[src/verilog/vlan_diffserv_pkg.sv]
// shared constants and types for the vlan / priority map table access block
// assumes a 32-bit axi4-lite register bus, printed offsets are word indexes
package vlan_diffserv_pkg;

  // register indexes as printed, byte address is four times the index
  localparam logic [15:0] IDX_VLAN_RD_DATA = 16'h180E;
  localparam logic [15:0] IDX_VLAN_CMD_STS = 16'h1810;
  localparam logic [15:0] IDX_PMAP_CMD = 16'h1811;
  localparam logic [15:0] IDX_PMAP_WR_DATA = 16'h1812;
  localparam logic [15:0] IDX_PMAP_RD_DATA = 16'h1813;
  localparam logic [15:0] IDX_PMAP_CMD_STS = 16'h1814;
  localparam int ADDR_W = 16;

  // field layout
  localparam int VLAN_DATA_W = 18;
  localparam int VID_W = 12;
  localparam int PVID_W = 15;
  localparam int PVID_PRIO_LSB = 12;
  localparam int UNTAG_P0_BIT = 12;
  localparam int MEMBER_P0_BIT = 13;
  localparam int NUM_PORTS = 3;
  localparam int VLAN_IDX_W = 4;
  localparam int VLAN_ENTRIES = 16;
  localparam int PRIO_W = 3;
  localparam int PMAP_IDX_W = 6;
  localparam int PMAP_ENTRIES = 64;
  localparam int CMD_RNW_BIT = 7;
  localparam int CMD_RSVD_BIT = 6;
  localparam int PENDING_BIT = 0;

  // reset values
  localparam logic [VLAN_DATA_W-1:0] RST_VLAN_RD_DATA = 18'h00000;
  localparam logic [PVID_W-1:0] RST_PVID = 15'h0000;
  localparam logic [PRIO_W-1:0] RST_PRIO = 3'h0;
  localparam logic [PMAP_IDX_W-1:0] RST_PMAP_IDX = 6'h00;

  // cycles a table access keeps its pending flag up
  localparam logic [1:0] OP_CYCLES = 2'h2;

  // axi response codes
  localparam logic [1:0] RESP_OKAY = 2'h0;
  localparam logic [1:0] RESP_SLVERR = 2'h2;

  // table access sequencer
  typedef enum logic {OP_IDLE, OP_BUSY} op_state_t;

endpackage

[src/verilog/vlan_diffserv_table_access.sv]
// axi4-lite register slave for the vlan read-back and priority map tables
// assumes the vlan command source runs on aclk; one write and one read at a time
//
// Operation
// - vlan read data in bits 17:0, zero reset
// - default table: id 11:0, priority 14:12
// - untagged or null frames take port defaults
// - vlan entry: member/untag pairs, id 11:0
// - member port accepts, joins egress domain
// - non-member drops unless admitted, excluded egress
// - untag bit strips tag on hybrid egress
// - vlan pending bit self-clears after command
// - command write launches one table access
// - bit 7 selects read or write
// - bits 5:0 index sixty-four entries
// - write data priority stored by write
// - read data shows indexed priority
// - separate self-clearing priority pending flag
`timescale 1ns/1ps
`default_nettype none
module vlan_diffserv_table_access
  import vlan_diffserv_pkg::*;
(
  // clock and reset
  input wire logic aclk,
  input wire logic aresetn,
  // axi4-lite write address
  input wire logic awvalid,
  output logic awready,
  input wire logic [ADDR_W-1:0] awaddr,
  input wire logic [2:0] awprot,
  // axi4-lite write data
  input wire logic wvalid,
  output logic wready,
  input wire logic [31:0] wdata,
  input wire logic [3:0] wstrb,
  // axi4-lite write response
  output logic bvalid,
  input wire logic bready,
  output logic [1:0] bresp,
  // axi4-lite read address
  input wire logic arvalid,
  output logic arready,
  input wire logic [ADDR_W-1:0] araddr,
  input wire logic [2:0] arprot,
  // axi4-lite read data
  output logic rvalid,
  input wire logic rready,
  output logic [31:0] rdata,
  output logic [1:0] rresp,
  // vlan table command from the command register
  input wire logic vlan_table_command,
  input wire logic vlan_cmd_rnw,
  input wire logic table_select,
  input wire logic [VLAN_IDX_W-1:0] vlan_cmd_index,
  input wire logic [VLAN_DATA_W-1:0] vlan_cmd_wdata,
  // ingress configuration
  input wire logic [NUM_PORTS-1:0] admit_non_member_setting,
  input wire logic [NUM_PORTS-1:0] egress_port_type_setting,
  // vlan ingress lookup
  input wire logic lkp_valid,
  input wire logic [1:0] lkp_port,
  input wire logic lkp_tagged,
  input wire logic [VID_W-1:0] lkp_vid,
  input wire logic [PRIO_W-1:0] lkp_tag_prio,
  output logic res_valid,
  output logic res_accept,
  output logic [NUM_PORTS-1:0] res_egress_mask,
  output logic [NUM_PORTS-1:0] res_strip_mask,
  output logic [VID_W-1:0] res_vid,
  output logic [PRIO_W-1:0] res_prio,
  // code point lookup
  input wire logic [PMAP_IDX_W-1:0] cp_index,
  output logic [PRIO_W-1:0] cp_prio
);
  localparam int LAUNCH_WAIT = 1;

  // byte address of a register index
  function automatic logic [ADDR_W-1:0] byte_addr(input logic [15:0] idx);
    byte_addr = ADDR_W'({idx[13:0], 2'b00});
  endfunction

  // merge written bytes into an old value
  function automatic logic [31:0] merge_strb(input logic [31:0] old_v,
                                             input logic [31:0] new_v,
                                             input logic [3:0] strb);
    for (int b = 0; b < 4; b++) begin
      merge_strb[b*8 +: 8] = strb[b] ? new_v[b*8 +: 8] : old_v[b*8 +: 8];
    end
  endfunction

  // write channel capture
  logic aw_have_reg; // address held
  logic [ADDR_W-1:0] aw_addr_reg;
  logic w_have_reg; // data held
  logic [31:0] w_data_reg;
  logic [3:0] w_strb_reg;
  logic bvalid_reg;
  logic [1:0] bresp_reg;
  // read channel
  logic rvalid_reg;
  logic [31:0] rdata_reg;
  logic [1:0] rresp_reg;
  // software registers
  logic cmd_rnw_reg; // direction bit
  logic [PMAP_IDX_W-1:0] cmd_idx_reg; // entry index
  logic [PRIO_W-1:0] pmap_wdata_reg; // write priority
  // table status
  logic pmap_pending;
  logic [PRIO_W-1:0] pmap_read_prio;
  logic vlan_pending;
  logic [VLAN_DATA_W-1:0] vlan_read_data;

  // write decode, performed the cycle after both halves are held
  wire do_write = aw_have_reg && w_have_reg && !bvalid_reg;
  wire wr_cmd = (aw_addr_reg == byte_addr(IDX_PMAP_CMD));
  wire wr_wdat = (aw_addr_reg == byte_addr(IDX_PMAP_WR_DATA));
  wire wr_ro = (aw_addr_reg == byte_addr(IDX_VLAN_RD_DATA))
               || (aw_addr_reg == byte_addr(IDX_VLAN_CMD_STS))
               || (aw_addr_reg == byte_addr(IDX_PMAP_RD_DATA))
               || (aw_addr_reg == byte_addr(IDX_PMAP_CMD_STS));
  wire wr_mapped = wr_cmd || wr_wdat || wr_ro;
  wire [31:0] cmd_cur = {24'h000000, cmd_rnw_reg, 1'b0, cmd_idx_reg};
  wire [31:0] cmd_new = merge_strb(cmd_cur, w_data_reg, w_strb_reg);
  wire [31:0] wdat_new = merge_strb({29'h0, pmap_wdata_reg}, w_data_reg, w_strb_reg);
  wire pmap_launch = do_write && wr_cmd;

  // read decode
  wire ar_take = arvalid && !rvalid_reg;
  wire rd_vdat = (araddr == byte_addr(IDX_VLAN_RD_DATA));
  wire rd_vsts = (araddr == byte_addr(IDX_VLAN_CMD_STS));
  wire rd_cmd = (araddr == byte_addr(IDX_PMAP_CMD));
  wire rd_wdat = (araddr == byte_addr(IDX_PMAP_WR_DATA));
  wire rd_rdat = (araddr == byte_addr(IDX_PMAP_RD_DATA));
  wire rd_psts = (araddr == byte_addr(IDX_PMAP_CMD_STS));
  wire rd_mapped = rd_vdat || rd_vsts || rd_cmd || rd_wdat || rd_rdat || rd_psts;
  wire [31:0] rd_mux =
    rd_vdat ? {14'h0000, vlan_read_data} :
    rd_vsts ? {31'h0, vlan_pending} :
    rd_cmd ? cmd_cur :
    rd_wdat ? {29'h0, pmap_wdata_reg} :
    rd_rdat ? {29'h0, pmap_read_prio} :
    rd_psts ? {31'h0, pmap_pending} :
    32'h00000000;

  // write address and data may arrive in either order
  always_ff @(posedge aclk) begin
    if (!aresetn) begin
      aw_have_reg <= 1'b0;
      aw_addr_reg <= '0;
      w_have_reg <= 1'b0;
      w_data_reg <= 32'h00000000;
      w_strb_reg <= 4'h0;
    end else begin
      if (awvalid && awready) begin
        aw_have_reg <= 1'b1;
        aw_addr_reg <= awaddr;
      end else if (do_write) begin
        aw_have_reg <= 1'b0;
      end
      if (wvalid && wready) begin
        w_have_reg <= 1'b1;
        w_data_reg <= wdata;
        w_strb_reg <= wstrb;
      end else if (do_write) begin
        w_have_reg <= 1'b0;
      end
    end
  end

  // write response, unmapped addresses answer slave error
  always_ff @(posedge aclk) begin
    if (!aresetn) begin
      bvalid_reg <= 1'b0;
      bresp_reg <= RESP_OKAY;
    end else if (do_write) begin
      bvalid_reg <= 1'b1;
      bresp_reg <= wr_mapped ? RESP_OKAY : RESP_SLVERR;
    end else if (bready) begin
      bvalid_reg <= 1'b0;
    end
  end

  // software registers, reserved bit 6 never stored
  always_ff @(posedge aclk) begin
    if (!aresetn) begin
      cmd_rnw_reg <= 1'b0;
      cmd_idx_reg <= RST_PMAP_IDX;
      pmap_wdata_reg <= RST_PRIO;
    end else if (do_write) begin
      if (wr_cmd) begin
        cmd_rnw_reg <= cmd_new[CMD_RNW_BIT];
        cmd_idx_reg <= cmd_new[PMAP_IDX_W-1:0];
      end
      if (wr_wdat) begin
        pmap_wdata_reg <= wdat_new[PRIO_W-1:0];
      end
    end
  end

  // read data captured at the address handshake
  always_ff @(posedge aclk) begin
    if (!aresetn) begin
      rvalid_reg <= 1'b0;
      rdata_reg <= 32'h00000000;
      rresp_reg <= RESP_OKAY;
    end else if (ar_take) begin
      rvalid_reg <= 1'b1;
      rdata_reg <= rd_mux;
      rresp_reg <= rd_mapped ? RESP_OKAY : RESP_SLVERR;
    end else if (rready) begin
      rvalid_reg <= 1'b0;
    end
  end

  // code point priority table
  priority_map_table u_pmap (
    .aclk(aclk),
    .aresetn(aresetn),
    .launch(pmap_launch),
    .launch_rnw(cmd_new[CMD_RNW_BIT]),
    .launch_index(cmd_new[PMAP_IDX_W-1:0]),
    .launch_prio(pmap_wdata_reg),
    .pending(pmap_pending),
    .read_prio(pmap_read_prio),
    .lkp_index(cp_index),
    .lkp_prio(cp_prio)
  );

  // vlan and default id tables
  vlan_table u_vlan (
    .aclk(aclk),
    .aresetn(aresetn),
    .cmd_valid(vlan_table_command),
    .cmd_rnw(vlan_cmd_rnw),
    .table_select(table_select),
    .cmd_index(vlan_cmd_index),
    .cmd_wdata(vlan_cmd_wdata),
    .pending(vlan_pending),
    .read_data(vlan_read_data),
    .admit_non_member_setting(admit_non_member_setting),
    .egress_port_type_setting(egress_port_type_setting),
    .lkp_valid(lkp_valid),
    .lkp_port(lkp_port),
    .lkp_tagged(lkp_tagged),
    .lkp_vid(lkp_vid),
    .lkp_tag_prio(lkp_tag_prio),
    .res_valid(res_valid),
    .res_accept(res_accept),
    .res_egress_mask(res_egress_mask),
    .res_strip_mask(res_strip_mask),
    .res_vid(res_vid),
    .res_prio(res_prio)
  );

  // bus outputs
  assign awready = !aw_have_reg && !bvalid_reg;
  assign wready = !w_have_reg && !bvalid_reg;
  assign bvalid = bvalid_reg;
  assign bresp = bresp_reg;
  assign arready = !rvalid_reg;
  assign rvalid = rvalid_reg;
  assign rdata = rdata_reg;
  assign rresp = rresp_reg;

  // a command write raises pending on the next cycle when idle
  AST_CMD_LAUNCH_PENDING: assert property (@(posedge aclk) disable iff (!aresetn)
    (pmap_launch && !pmap_pending) |-> ##LAUNCH_WAIT pmap_pending)
    else $error("command write did not raise pending");
  // the status register read reflects the pending flag
  AST_PSTS_READ: assert property (@(posedge aclk) disable iff (!aresetn)
    (ar_take && rd_psts) |=> (rdata == {31'h0, $past(pmap_pending)}))
    else $error("priority status read wrong");
  // vlan read data has zero reserved bits
  AST_VLAN_RD_RESERVED: assert property (@(posedge aclk) disable iff (!aresetn)
    (ar_take && rd_vdat) |=> (rdata[31:18] == 14'h0000))
    else $error("vlan read data reserved bits set");
  // command readback keeps bit 6 and upper bits zero
  AST_CMD_RESERVED: assert property (@(posedge aclk) disable iff (!aresetn)
    (ar_take && rd_cmd) |=> (rdata[31:8] == 24'h000000 && !rdata[CMD_RSVD_BIT]))
    else $error("command reserved bits set");
  // a read command ends with the stored priority in the read data register
  AST_READ_RESULT: assert property (@(posedge aclk) disable iff (!aresetn)
    $fell(pmap_pending) && cmd_rnw_reg |-> (pmap_read_prio == u_pmap.map_mem[cmd_idx_reg]))
    else $error("read result mismatch");
  // the write response follows the write by exactly one cycle
  AST_BRESP_TIMING: assert property (@(posedge aclk) disable iff (!aresetn)
    do_write |=> (bvalid && bresp == ($past(wr_mapped) ? RESP_OKAY : RESP_SLVERR)))
    else $error("write response timing wrong");
endmodule
`default_nettype wire

[src/verilog/priority_map_table.sv]
// 64-entry code point to receive priority table with pending sequencer
// assumes launch is a one-cycle pulse from the register slave
`timescale 1ns/1ps
`default_nettype none
module priority_map_table
  import vlan_diffserv_pkg::*;
(
  // clock and reset
  input wire logic aclk,
  input wire logic aresetn,
  // command from the register slave
  input wire logic launch,
  input wire logic launch_rnw,
  input wire logic [PMAP_IDX_W-1:0] launch_index,
  input wire logic [PRIO_W-1:0] launch_prio,
  // status and result
  output logic pending,
  output logic [PRIO_W-1:0] read_prio,
  // ingress lookup
  input wire logic [PMAP_IDX_W-1:0] lkp_index,
  output logic [PRIO_W-1:0] lkp_prio
);
  localparam int MAX_WAIT = 2;

  logic [PRIO_W-1:0] map_mem [PMAP_ENTRIES]; // table storage, no reset
  op_state_t state_reg; // sequencer state
  logic [1:0] cnt_reg; // cycles left
  logic rnw_reg; // latched direction
  logic [PMAP_IDX_W-1:0] idx_reg; // latched index
  logic [PRIO_W-1:0] prio_reg; // latched write priority
  logic [PRIO_W-1:0] read_prio_reg; // last read result
  logic [PRIO_W-1:0] lkp_prio_reg; // lookup result
  wire finish = (state_reg == OP_BUSY) && (cnt_reg == 2'h1); // last busy cycle

  // sequencer, pending rises the cycle after launch
  always_ff @(posedge aclk) begin
    if (!aresetn) begin
      state_reg <= OP_IDLE;
      cnt_reg <= 2'h0;
      rnw_reg <= 1'b0;
      idx_reg <= RST_PMAP_IDX;
      prio_reg <= RST_PRIO;
      read_prio_reg <= RST_PRIO;
      lkp_prio_reg <= RST_PRIO;
    end else begin
      lkp_prio_reg <= map_mem[lkp_index];
      unique case (state_reg)
        OP_IDLE: begin
          if (launch) begin
            state_reg <= OP_BUSY;
            cnt_reg <= OP_CYCLES;
            rnw_reg <= launch_rnw;
            idx_reg <= launch_index;
            prio_reg <= launch_prio;
          end
        end
        OP_BUSY: begin
          cnt_reg <= cnt_reg - 2'h1;
          if (finish) begin // self clearing pending
            state_reg <= OP_IDLE;
            if (rnw_reg) begin
              read_prio_reg <= map_mem[idx_reg];
            end
          end
        end
      endcase
    end
  end

  // table write, contents undefined after power-up
  always_ff @(posedge aclk) begin
    if (finish && !rnw_reg) begin
      map_mem[idx_reg] <= prio_reg;
    end
  end

  assign pending = (state_reg == OP_BUSY);
  assign read_prio = read_prio_reg;
  assign lkp_prio = lkp_prio_reg;

  // a write command lands in the table entry when it finishes
  AST_PMAP_WRITE_STORES: assert property (@(posedge aclk) disable iff (!aresetn)
    (finish && !rnw_reg) |=> (map_mem[$past(idx_reg)] == $past(prio_reg)))
    else $error("priority map write not stored");
  // pending falls within the access time
  AST_PMAP_PENDING_ENDS: assert property (@(posedge aclk) disable iff (!aresetn)
    $rose(pending) |-> ##[1:MAX_WAIT] !pending)
    else $error("priority map pending stuck");
endmodule
`default_nettype wire

[src/verilog/vlan_table.sv]
// vlan membership table and per-port default id table with ingress lookup
// assumes the vlan command arrives as a one-cycle pulse from logic on aclk
`timescale 1ns/1ps
`default_nettype none
module vlan_table
  import vlan_diffserv_pkg::*;
(
  // clock and reset
  input wire logic aclk,
  input wire logic aresetn,
  // table command
  input wire logic cmd_valid,
  input wire logic cmd_rnw,
  input wire logic table_select,
  input wire logic [VLAN_IDX_W-1:0] cmd_index,
  input wire logic [VLAN_DATA_W-1:0] cmd_wdata,
  output logic pending,
  output logic [VLAN_DATA_W-1:0] read_data,
  // ingress configuration
  input wire logic [NUM_PORTS-1:0] admit_non_member_setting,
  input wire logic [NUM_PORTS-1:0] egress_port_type_setting,
  // ingress lookup request
  input wire logic lkp_valid,
  input wire logic [1:0] lkp_port,
  input wire logic lkp_tagged,
  input wire logic [VID_W-1:0] lkp_vid,
  input wire logic [PRIO_W-1:0] lkp_tag_prio,
  // ingress lookup result
  output logic res_valid,
  output logic res_accept,
  output logic [NUM_PORTS-1:0] res_egress_mask,
  output logic [NUM_PORTS-1:0] res_strip_mask,
  output logic [VID_W-1:0] res_vid,
  output logic [PRIO_W-1:0] res_prio
);
  logic [VLAN_DATA_W-1:0] vlan_mem [VLAN_ENTRIES]; // membership entries
  logic [PVID_W-1:0] pvid_mem [NUM_PORTS]; // per-port default id and priority
  op_state_t state_reg; // command sequencer
  logic [1:0] cnt_reg; // cycles left
  logic rnw_reg, sel_reg; // latched command
  logic [VLAN_IDX_W-1:0] idx_reg;
  logic [VLAN_DATA_W-1:0] wdata_reg;
  logic [VLAN_DATA_W-1:0] read_data_reg; // last read result
  logic res_valid_reg, res_accept_reg;
  logic [NUM_PORTS-1:0] res_egress_reg, res_strip_reg;
  logic [VID_W-1:0] res_vid_reg;
  logic [PRIO_W-1:0] res_prio_reg;
  logic hit; // matching entry found
  logic [VLAN_DATA_W-1:0] hit_entry;
  wire finish = (state_reg == OP_BUSY) && (cnt_reg == 2'h1);
  wire [1:0] port_sel = (lkp_port < 2'h3) ? lkp_port : 2'h0; // guard port 3
  wire [PVID_W-1:0] port_pvid = pvid_mem[port_sel];
  wire use_default = !lkp_tagged || (lkp_vid == 12'h000); // untagged or null id
  wire [VID_W-1:0] eff_vid = use_default ? port_pvid[VID_W-1:0] : lkp_vid;
  wire [PRIO_W-1:0] eff_prio = use_default ? port_pvid[PVID_W-1:PVID_PRIO_LSB] : lkp_tag_prio;
  wire [NUM_PORTS-1:0] members = {hit_entry[MEMBER_P0_BIT+4], hit_entry[MEMBER_P0_BIT+2],
                                  hit_entry[MEMBER_P0_BIT]};
  wire [NUM_PORTS-1:0] untags = {hit_entry[UNTAG_P0_BIT+4], hit_entry[UNTAG_P0_BIT+2],
                                 hit_entry[UNTAG_P0_BIT]};

  // search entries, id zero never matches
  always_comb begin
    hit = 1'b0;
    hit_entry = RST_VLAN_RD_DATA;
    for (int i = 0; i < VLAN_ENTRIES; i++) begin
      if (!hit && eff_vid != 12'h000 && vlan_mem[i][VID_W-1:0] == eff_vid) begin
        hit = 1'b1;
        hit_entry = vlan_mem[i];
      end
    end
  end

  // command sequencer and tables
  always_ff @(posedge aclk) begin
    if (!aresetn) begin
      state_reg <= OP_IDLE;
      cnt_reg <= 2'h0;
      rnw_reg <= 1'b0;
      sel_reg <= 1'b0;
      idx_reg <= 4'h0;
      wdata_reg <= RST_VLAN_RD_DATA;
      read_data_reg <= RST_VLAN_RD_DATA;
      for (int i = 0; i < VLAN_ENTRIES; i++) vlan_mem[i] <= RST_VLAN_RD_DATA;
      for (int p = 0; p < NUM_PORTS; p++) pvid_mem[p] <= RST_PVID;
    end else begin
      unique case (state_reg)
        OP_IDLE: begin
          if (cmd_valid) begin
            state_reg <= OP_BUSY;
            cnt_reg <= OP_CYCLES;
            rnw_reg <= cmd_rnw;
            sel_reg <= table_select;
            idx_reg <= cmd_index;
            wdata_reg <= cmd_wdata;
          end
        end
        OP_BUSY: begin
          cnt_reg <= cnt_reg - 2'h1;
          if (finish) begin
            state_reg <= OP_IDLE;
            if (sel_reg && idx_reg < 4'h3) begin
              if (rnw_reg) read_data_reg <= {3'h0, pvid_mem[idx_reg[1:0]]};
              else pvid_mem[idx_reg[1:0]] <= wdata_reg[PVID_W-1:0];
            end else if (!sel_reg) begin
              if (rnw_reg) read_data_reg <= vlan_mem[idx_reg];
              else vlan_mem[idx_reg] <= wdata_reg;
            end else if (rnw_reg) begin
              read_data_reg <= RST_VLAN_RD_DATA;
            end
          end
        end
      endcase
    end
  end

  // registered ingress decision
  always_ff @(posedge aclk) begin
    if (!aresetn) begin
      res_valid_reg <= 1'b0;
      res_accept_reg <= 1'b0;
      res_egress_reg <= 3'h0;
      res_strip_reg <= 3'h0;
      res_vid_reg <= 12'h000;
      res_prio_reg <= RST_PRIO;
    end else begin
      res_valid_reg <= lkp_valid;
      res_accept_reg <= (hit && members[port_sel]) || admit_non_member_setting[port_sel];
      res_egress_reg <= hit ? members : 3'h0;
      res_strip_reg <= (hit && untags[port_sel]) ? egress_port_type_setting : 3'h0;
      res_vid_reg <= eff_vid;
      res_prio_reg <= eff_prio;
    end
  end

  assign pending = (state_reg == OP_BUSY);
  assign read_data = read_data_reg;
  assign res_valid = res_valid_reg;
  assign res_accept = res_accept_reg;
  assign res_egress_mask = res_egress_reg;
  assign res_strip_mask = res_strip_reg;
  assign res_vid = res_vid_reg;
  assign res_prio = res_prio_reg;

  // a member port is always accepted
  AST_VLAN_MEMBER_ACCEPT: assert property (@(posedge aclk) disable iff (!aresetn)
    (hit && members[port_sel]) |=> res_accept)
    else $error("member frame not accepted");
  // a non-member without admit is dropped and kept out of egress
  AST_VLAN_NONMEMBER_DROP: assert property (@(posedge aclk) disable iff (!aresetn)
    (!(hit && members[port_sel]) && !admit_non_member_setting[port_sel])
      |=> (!res_accept && !res_egress_mask[$past(port_sel)]))
    else $error("non-member frame not dropped");
  // pending follows a command by one cycle and lasts the access time
  AST_VLAN_PENDING: assert property (@(posedge aclk) disable iff (!aresetn)
    (cmd_valid && !pending) |=> pending ##1 pending ##1 !pending)
    else $error("vlan pending timing wrong");
endmodule
`default_nettype wire

[config.mk]
export PLATFORM = sky130hd
export DESIGN_NAME = vlan_diffserv_table_access
export DESIGN_NICKNAME = d
export VERILOG_FILES = /design/src/verilog/vlan_diffserv_pkg.sv /design/src/verilog/vlan_diffserv_table_access.sv /design/src/verilog/priority_map_table.sv /design/src/verilog/vlan_table.sv
export SDC_FILE = /design/constraint.sdc
export NUM_CORES = 1
export LEC_CHECK = 0
export BUFFER_PORTS_ARGS = -buffer_cell sky130_fd_sc_hd__buf_2
export CAP_MARGIN = 20
export CORE_UTILIZATION = 35
export CTS_CLUSTER_SIZE = 28
export DETAILED_ROUTE_END_ITERATION = 10
export GPL_TIMING_DRIVEN = 0
export HOLD_SLACK_MARGIN = 0.12
export MAX_ROUTING_LAYER = met4
export SLEW_MARGIN = 20
export SYNTH_ARGS = -nofsm -noshare
export SYNTH_HDL_FRONTEND = slang
export SYNTH_HIERARCHICAL = 1
export SYNTH_SLANG_ARGS = --single-unit
[constraint.sdc]
create_clock -name aclk -period 5.5 [get_ports aclk]
set_clock_uncertainty 0.2 [all_clocks]
set_input_delay 0.55 -clock aclk [delete_from_list [all_inputs] [get_ports aclk]]
set_output_delay 0.55 -clock aclk [all_outputs]
set_load 0.005 [all_outputs]
## Word level (Yosys, flattened, before mapping)

Memories as Yosys holds them, arrays and structs flattened. A register that Yosys moved wholly into a read port is not among the register bits.
Cells that the tools add are included.

- Flip-flop bits (word level): 156
- Bits in latches: 0
- RAM bits: 525
- ROM bits: 0
- Input port bits: 137
- Output and inout bits: 67
- Logic and storage cells: 266
- Memories kept: 3

- Add/sub/neg operators: 2
- $mul: 0
- Div/mod/pow operators: 0
- Order comparisons: 3
- Equal/unequal tests: 32
- Shift operators: 0
- Mux-type cells: 97
- Bitwise logic cells: 2
- Reductions and logical operators: 96

Memory list:

| name | depth | bits a word | rd ports | clocked after memory_dff | wr ports | RTL line | source |
|---|---|---|---|---|---|---|---|
| u_vlan.vlan_mem | 16 | 18 | 17 | 1 | 16 | vlan_table.sv:36 | `logic [VLAN_DATA_W-1:0] vlan_mem [VLAN_ENTRIES];` |
| u_pmap.map_mem | 64 | 3 | 2 | 2 | 1 | priority_map_table.sv:25 | `logic [PRIO_W-1:0] map_mem [PMAP_ENTRIES];` |
| u_vlan.pvid_mem | 3 | 15 | 2 | 1 | 3 | vlan_table.sv:37 | `logic [PVID_W-1:0] pvid_mem [NUM_PORTS];` |

Operators by type and width:

| kind | count |
|---|---|
| 2-to-1 mux 18 bit | 23 |
| equality test 12 bit | 16 |
| equality test 16 x 15 -> 1 bit (second input constant) | 12 |
| 2-to-1 mux 1 bit | 48 |
| logical AND 1 bit | 45 |
| 2-to-1 mux 8 bit | 3 |
| logical NOT 1 bit | 23 |
| OR reduction 18 bit | 1 |
| 2-to-1 mux 2 bit | 8 |
| 2-to-1 mux 15 bit | 1 |
| OR reduction 15 bit | 1 |
| logical NOT 12 bit | 1 |
| logical OR 1 bit | 12 |
| 2-to-1 mux 12 bit | 1 |
| 2-to-1 mux 4 bit | 3 |
| nonzero test 12 bit | 1 |
| AND reduction 2 bit | 5 |
| 2-to-1 mux 3 bit | 3 |
| AND reduction 3 bit | 3 |
| one-hot mux 2 bit (2 select lines) | 2 |
| nonzero test 2 bit | 4 |
| binary-select mux 1 bit (select 2 bit) | 3 |
| equality test 2 x 1 -> 1 bit (second input constant) | 2 |
| less-than comparator 4 x 2 -> 1 bit (second input constant) | 1 |
| other kinds (6) | 10 |

## Longest topological paths before layout

An unclocked memory read counts as a cell.

- Word-level depth: 71
- Gate-level depth with buffers: 22
- Mapped depth without buffers: 14

## By module

The synthesis kept the hierarchy.

By module, submodules not included:

| module | instances | cells an instance | area an instance (sq um) | seq. area each (sq um) |
|---|---|---|---|---|
| vlan_table | 1 | 1972 | 23729.0 | 11891.4 |
| priority_map_table | 1 | 660 | 10068.4 | 6145.9 |
| vlan_diffserv_table_access | 1 | 324 | 2844.0 | 1161.1 |

## Least setup slack after synthesis

Ideal clock, no wire load.

- Path kind: input to register
- From: in lkp_vid[2]
- To: reg u_vlan.res_accept_reg, in the netlist u_vlan/res_accept
- Setup time: 126 ps
- Arrival time: 4802 ps
- Data required time: 5174 ps
- Setup slack: 372 ps
- Cell stages on the path: 18
- Buffers on the path: 4
- Path through: buf_6 or4_4 o31ai_4 buf_4 mux2i_2 a221oi_1 o21a_1 and3_1 or4_4 or2_1 buf_6 or2_1 buf_2 nor3b_4 a21oi_1 a211o_1 a21oi_1 o211ai_1

- Cells in the longest elaborated chain, start to end: 70
- Elaborated cells between the ends (all ways): 102
- Those cells by class: 16 x eq/ne; 35 x mux; 51 x reduce/logical

Ends and longest elaborated chain:

| what | RTL line | source |
|---|---|---|
| from (decl) | vlan_diffserv_table_access.sv:64 | `input wire logic [VID_W-1:0] lkp_vid,` |
| logical NOT 12 bit | vlan_table.sv:53 | `wire use_default = !lkp_tagged \|\| (lkp_vid == 12'h000);` |
| logical OR 1 bit | vlan_table.sv:53 |  |
| 2-to-1 mux 12 bit (*) | vlan_table.sv:54 | `wire [VID_W-1:0] eff_vid = use_default ? port_pvid[VID_W-1:0] : lkp_vid;` |
| equality test 12 bit / nonzero test 12 bit (equally long branches) | vlan_table.sv:66 | `if (!hit && eff_vid != 12'h000 && vlan_mem[i][VID_W-1:0] == eff_vid) begin` |
| logical AND 1 bit | vlan_table.sv:66 |  |
| 2-to-1 mux 1 bit | vlan_table.sv:66 |  |
| logical NOT 1 bit | vlan_table.sv:66 |  |
| logical AND 1 bit (2 in series) | vlan_table.sv:66 |  |
| [... 52 more ...] | -- |  |
| 2-to-1 mux 1 bit | vlan_table.sv:66 |  |
| logical NOT 1 bit | vlan_table.sv:66 |  |
| logical AND 1 bit (2 in series) | vlan_table.sv:66 |  |
| 2-to-1 mux 18 bit | vlan_table.sv:66 |  |
| binary-select mux 1 bit (select 2 bit) | vlan_table.sv:127 | `res_accept_reg <= (hit && members[port_sel]) \|\| admit_non_member_setting[port_sel];` |
| 2-to-1 mux 1 bit (not written as such) | vlan_table.sv:127 |  |
| logical AND 1 bit (*) | vlan_table.sv:127 |  |
| logical OR 1 bit (*) | vlan_table.sv:127 |  |
| to (signal assigned) | vlan_table.sv:127 |  |
| to (decl) | vlan_table.sv:44 | `logic res_valid_reg, res_accept_reg;` |

Mark *: on every way between the ends. The rest lies on a longest branch, timed or not. The select of a mux whose other input is x is not followed.
A chain may end at the register's enable or synchronous reset.

## Worst setup path in the final report

- From: in lkp_port[0]
- To: reg u_vlan.res_strip_reg[2], in the netlist u_vlan/res_strip_mask[2]

- Cells in the longest elaborated chain, start to end: 71
- Elaborated cells between the ends (all ways): 103
- Those cells by class: 1 x order compare; 16 x eq/ne; 36 x mux; 49 x reduce/logical; 1 x memory

Ends and longest elaborated chain:

| what | RTL line | source |
|---|---|---|
| from (decl) | vlan_diffserv_table_access.sv:62 | `input wire logic [1:0] lkp_port,` |
| less-than comparator 2 bit | vlan_table.sv:51 | `wire [1:0] port_sel = (lkp_port < 2'h3) ? lkp_port : 2'h0;` |
| 2-to-1 mux 2 bit (*) | vlan_table.sv:51 |  |
| memory (3 x 15 bit) | -- |  |
| 2-to-1 mux 12 bit | vlan_table.sv:54 |  |
| equality test 12 bit / nonzero test 12 bit (equally long branches) | vlan_table.sv:66 |  |
| logical AND 1 bit | vlan_table.sv:66 |  |
| 2-to-1 mux 1 bit | vlan_table.sv:66 |  |
| logical NOT 1 bit | vlan_table.sv:66 |  |
| [... 54 more ...] | -- |  |
| 2-to-1 mux 1 bit | vlan_table.sv:66 |  |
| logical NOT 1 bit | vlan_table.sv:66 |  |
| logical AND 1 bit (2 in series) | vlan_table.sv:66 |  |
| 2-to-1 mux 18 bit | vlan_table.sv:66 |  |
| binary-select mux 1 bit (select 2 bit) | vlan_table.sv:129 | `res_strip_reg <= (hit && untags[port_sel]) ? egress_port_type_setting : 3'h0;` |
| 2-to-1 mux 1 bit (not written as such) | vlan_table.sv:129 |  |
| logical AND 1 bit (*) | vlan_table.sv:129 |  |
| AND reduction 2 bit (no line) (*) | -- |  |
| to (signal assigned) | vlan_table.sv:129 |  |
| to (decl) | vlan_table.sv:45 | `logic [NUM_PORTS-1:0] res_egress_reg, res_strip_reg;` |

Marked as above.

==> impl_metrics.toml <==
[status]
status = "finished, final reports clean"

[floorplanning]
dieArea_um2 = 106000
fp.dieW_um = 326
core_um2 = 104000
fp.dieH_um = 326
rows = 118
start_util_pct = 35.4
ios = 204

[finish]
ff_latch_area_um2 = 19200
largest_reg_flops = 288
drive_gt1_share_pct = 21.5
area_growth_pct = 18.6
largest-register = "u_vlan/vlan_mem"
top_regs = "u_vlan/vlan_mem x288, u_pmap/map_mem x192, u_vlan/pvid_mem x60"
multi_input_area_um2 = 16700
fin_nets = 3449
design_area_um2 = 43400
fill_cells = 9695

[power]
vdd_drop_max_mv = 0.231
power_leakage_uw = 0.0151
powerDensity_nw_per_um2 = 288
design_power_total_uw = 12500

[hold_path]
hp-class = "in2reg"
whs_path_depth = 4
min_from = "araddr[5]"
holdPathEnd = "rdata[2]"

[sta]
tightestPinTransition_ns = 1.34
holdWs_ns = 0.171
setup_violations = 0
relSlewSlack_pct = 10.5
fmax_ghz = 0.186
fin_crit_ns = 5.39
slew_violations = 0
hold_viol_final = 0
post-route-period-util_pct = 98.0
rsz0062_at_grt = "true"

[setup_path]
critPathMaxFanout = 10
regToRegSetupSlack_ns = 0.16
crit_top_cell = "buf_6"
r2r_start = "u_vlan/pvid_mem[0][7]"
slowest_stage = "nor4_4"
critPathRequiredTime_ns = 5.90
r2r_cells = 19
critPathMaxStageDelay_ns = 0.51
worstSetupPathType = "in2reg"
cp-end-kind = "flip-flop"
startpoint_type = "input pin"
cp_cell_sequence = "buf_6 > buf_6 > buf_6 > buf_6 > mux2i_2 > mux2i_1 > a21boi_1 > buf_2 > buf_4 > xor2_1 > o2111ai_1 > nor4_4 > nor3_1 > o2111ai_2 > or2_1 > buf_2 > nor3b_4 > a2111oi_0 > o21ai_0 > a211o_2 > a211oi_1"
worstPathArrival_ns = 5.79
r2r-end = "u_vlan/res_strip_mask[2]"

[routing]
routed_via_density = 5.80
vias = 27600
routedWlPerCell_um = 28.2
drc = 0
first_iter_violations = 3605
ant_nets = 0
drt_wl_total_mm = 134
first_pass_iters = 6

[synth]
syn_inst = 2956
synth_edf_count = 540
synth.cell_area_um2 = 36600
avgSynthCellArea_um2 = 12.4
synth_ff_type = "edfxtp_1"
seq_area_frac_synth_pct = 52.4
async_flop_share_pct = 0
synth_cell_types = 103
ys.warnings.count = 6
synth_seq_cells = 689

[clock_tree]
cts_root_buf = "clkbuf_16"
cts-buffers-inserted = 81
numClockSinks = 689
clk_path_buf_depth = 3
htree_levels = 3
worst_setup_hold_path_clk_slew_ns = 0.06
clock_latency_ns = 0.69
cts_tree = "yes"

[placed_design]
gp_congestion = 0.997
place.port_buffers = 141
post-dp-hpwl_mm = 101
placed_cell_area_um2 = 39600

[global_routing]
antenna_found_initial = 4
grt_max_degree = 66
grtUsageTotal_pct = 25.6
grt_pass1_vias = 26400
grt_pass1_wl_mm = 191
gr-total-overflow = 0

[flow_run]
cap_violations = 0
-- per-layer routing --
layer / vias up / track usage (%) / share of wire [%]
met4: 0 / 7.61 / 3.1
li1: 11800 / - / -
met1: 14000 / 34.7 / 43
met2: 1489 / 38.9 / 45
met5: - / - / 0
met3: 231 / 4.90 / 9.1
-- where the power goes --
group / total, uW / internal, uW / switching (uW)
logic: 1340 / 521 / 816
registers: 5840 / 5720 / 125
clock network: 5350 / 3020 / 2330
-- cells by family after synthesis --
kind of cell	Yosys count	synth area share, %
AO/OA/AOI/OAI	469	9.72
XOR/XNOR	174	4.16
adder cells (fa/ha/maj)	2	0.0683
buffers and inverters	291	3.66
flip-flops	689	52.4
multiplexers	317	14.8
other	2	0.0205
AND/OR/NAND/NOR	1012	15.1
-- worst max path at each step --
stage                               start                       end  slack, ns  cells past startpoint
detailed placement             lkp_vid[1]         u_vlan/res_accept      -1.63                     17
global route                   lkp_vid[5]         u_vlan/res_accept      -0.04                     18
floorplan                      lkp_vid[2]         u_vlan/res_accept       0.37                     18
global placement               lkp_vid[1]  u_vlan/res_strip_mask[1]      -2.02                     16
CTS                 u_vlan/pvid_mem[0][7]         u_vlan/res_accept      0.004                     17
finish                        lkp_port[0]  u_vlan/res_strip_mask[2]       0.11                     21
-- placed cells by master, fill, tap and decap left out, types with 41 or more instances in the layout --
cell type / Yosys / final
dlygate4sd3_1: 0 / 66
xor2_1: 65 / 65
xnor2_1: 109 / 108
nand2_1: 218 / 217
clkbuf_16: 0 / 81
edfxtp_1: 540 / 540
nor2_1: 152 / 151
clkbuf_1: 138 / 147
mux4_2: 175 / 175
buf_4: 26 / 50
a221oi_1: 41 / 41
and2_1: 358 / 358
buf_2: 43 / 182
a21boi_0: 60 / 60
dfxtp_1: 149 / 146
a21oi_1: 48 / 46
mux2i_1: 107 / 94
inv_1: 49 / 49
-- cells in the mapped netlist, types with 10 or more instances --
cell type,n,area (um2)
mux2i_1,107,1070
buf_1,18,67.6
nor4_1,23,144
nand2_1,218,818
mux2_2,29,327
a22oi_1,24,180
xnor2_1,109,955
and3_1,15,93.8
a21oi_1,48,240
nor3b_1,21,158
a31oi_1,15,93.8
clkbuf_1,138,518
buf_2,43,215
inv_1,49,184
a21o_1,11,82.6
a211oi_1,20,150
a221oi_1,41,359
nor2_1,152,571
o22ai_1,21,131
dfxtp_1,149,2980
nor3_1,29,145
and2_1,358,2240
o221ai_1,13,114
nor2b_1,37,231
xor2_1,65,569
buf_4,26,195
a22o_1,10,87.6
nand3_1,38,190
nand4_1,31,194
mux4_2,175,3940
a21boi_0,60,450
o21ai_0,53,265
nand2b_1,23,144
edfxtp_1,540,16200
o211ai_1,13,97.6
buf_6,11,124
a222oi_1,15,150
a2111oi_0,17,149
-- repair_timing --
action	in CTS	in global routing
hold endpoints to repair	70	0
pin swaps	6	9
gates resized for setup	40	48
buffers inserted	6	16
endpoints found under the setup margin	7	6
hold buffers	66	0
-- layout make-up --
cell class | instances | share of cell area (%)
sequential | 689 | 44.2
clock buffer | 107 | 5.01
tap | 1380 | 3.97
clock inverter | 42 | 1.05
multi-input combinational | 2005 | 38.5
buffer | 234 | 2.70
timing repair buffer | 245 | 4.07
antenna | 1 | 0.00576
inverter | 54 | 0.478
-- per-stage QoR --
stage / setup TNS, ns / instances / setup slack [ns] / utilization (%)
6_report: 0 / 4757 / 0.110 / 41.9
5_1_grt: -0.0767 / 4756 / -0.0424 / 41.9
4_1_cts: 0 / 4738 / 0.00443 / 41.6
3_5_place_dp: -9.65 / 4519 / -1.63 / 38.2
3_3_place_gp: -12.71 / 4506 / -2.02 / 37.8
2_1_floorplan: 0 / 2985 / 0.372 / -
-- critical path, delay by kind of cell --
family,cells,cell delay [ns]
compound gates,7,1.96
buf+inv,7,1.48
simple gates,4,0.88
mux,2,0.53
xor+xnor,1,0.33
Note: power is estimated with default switching activity, not from simulation.
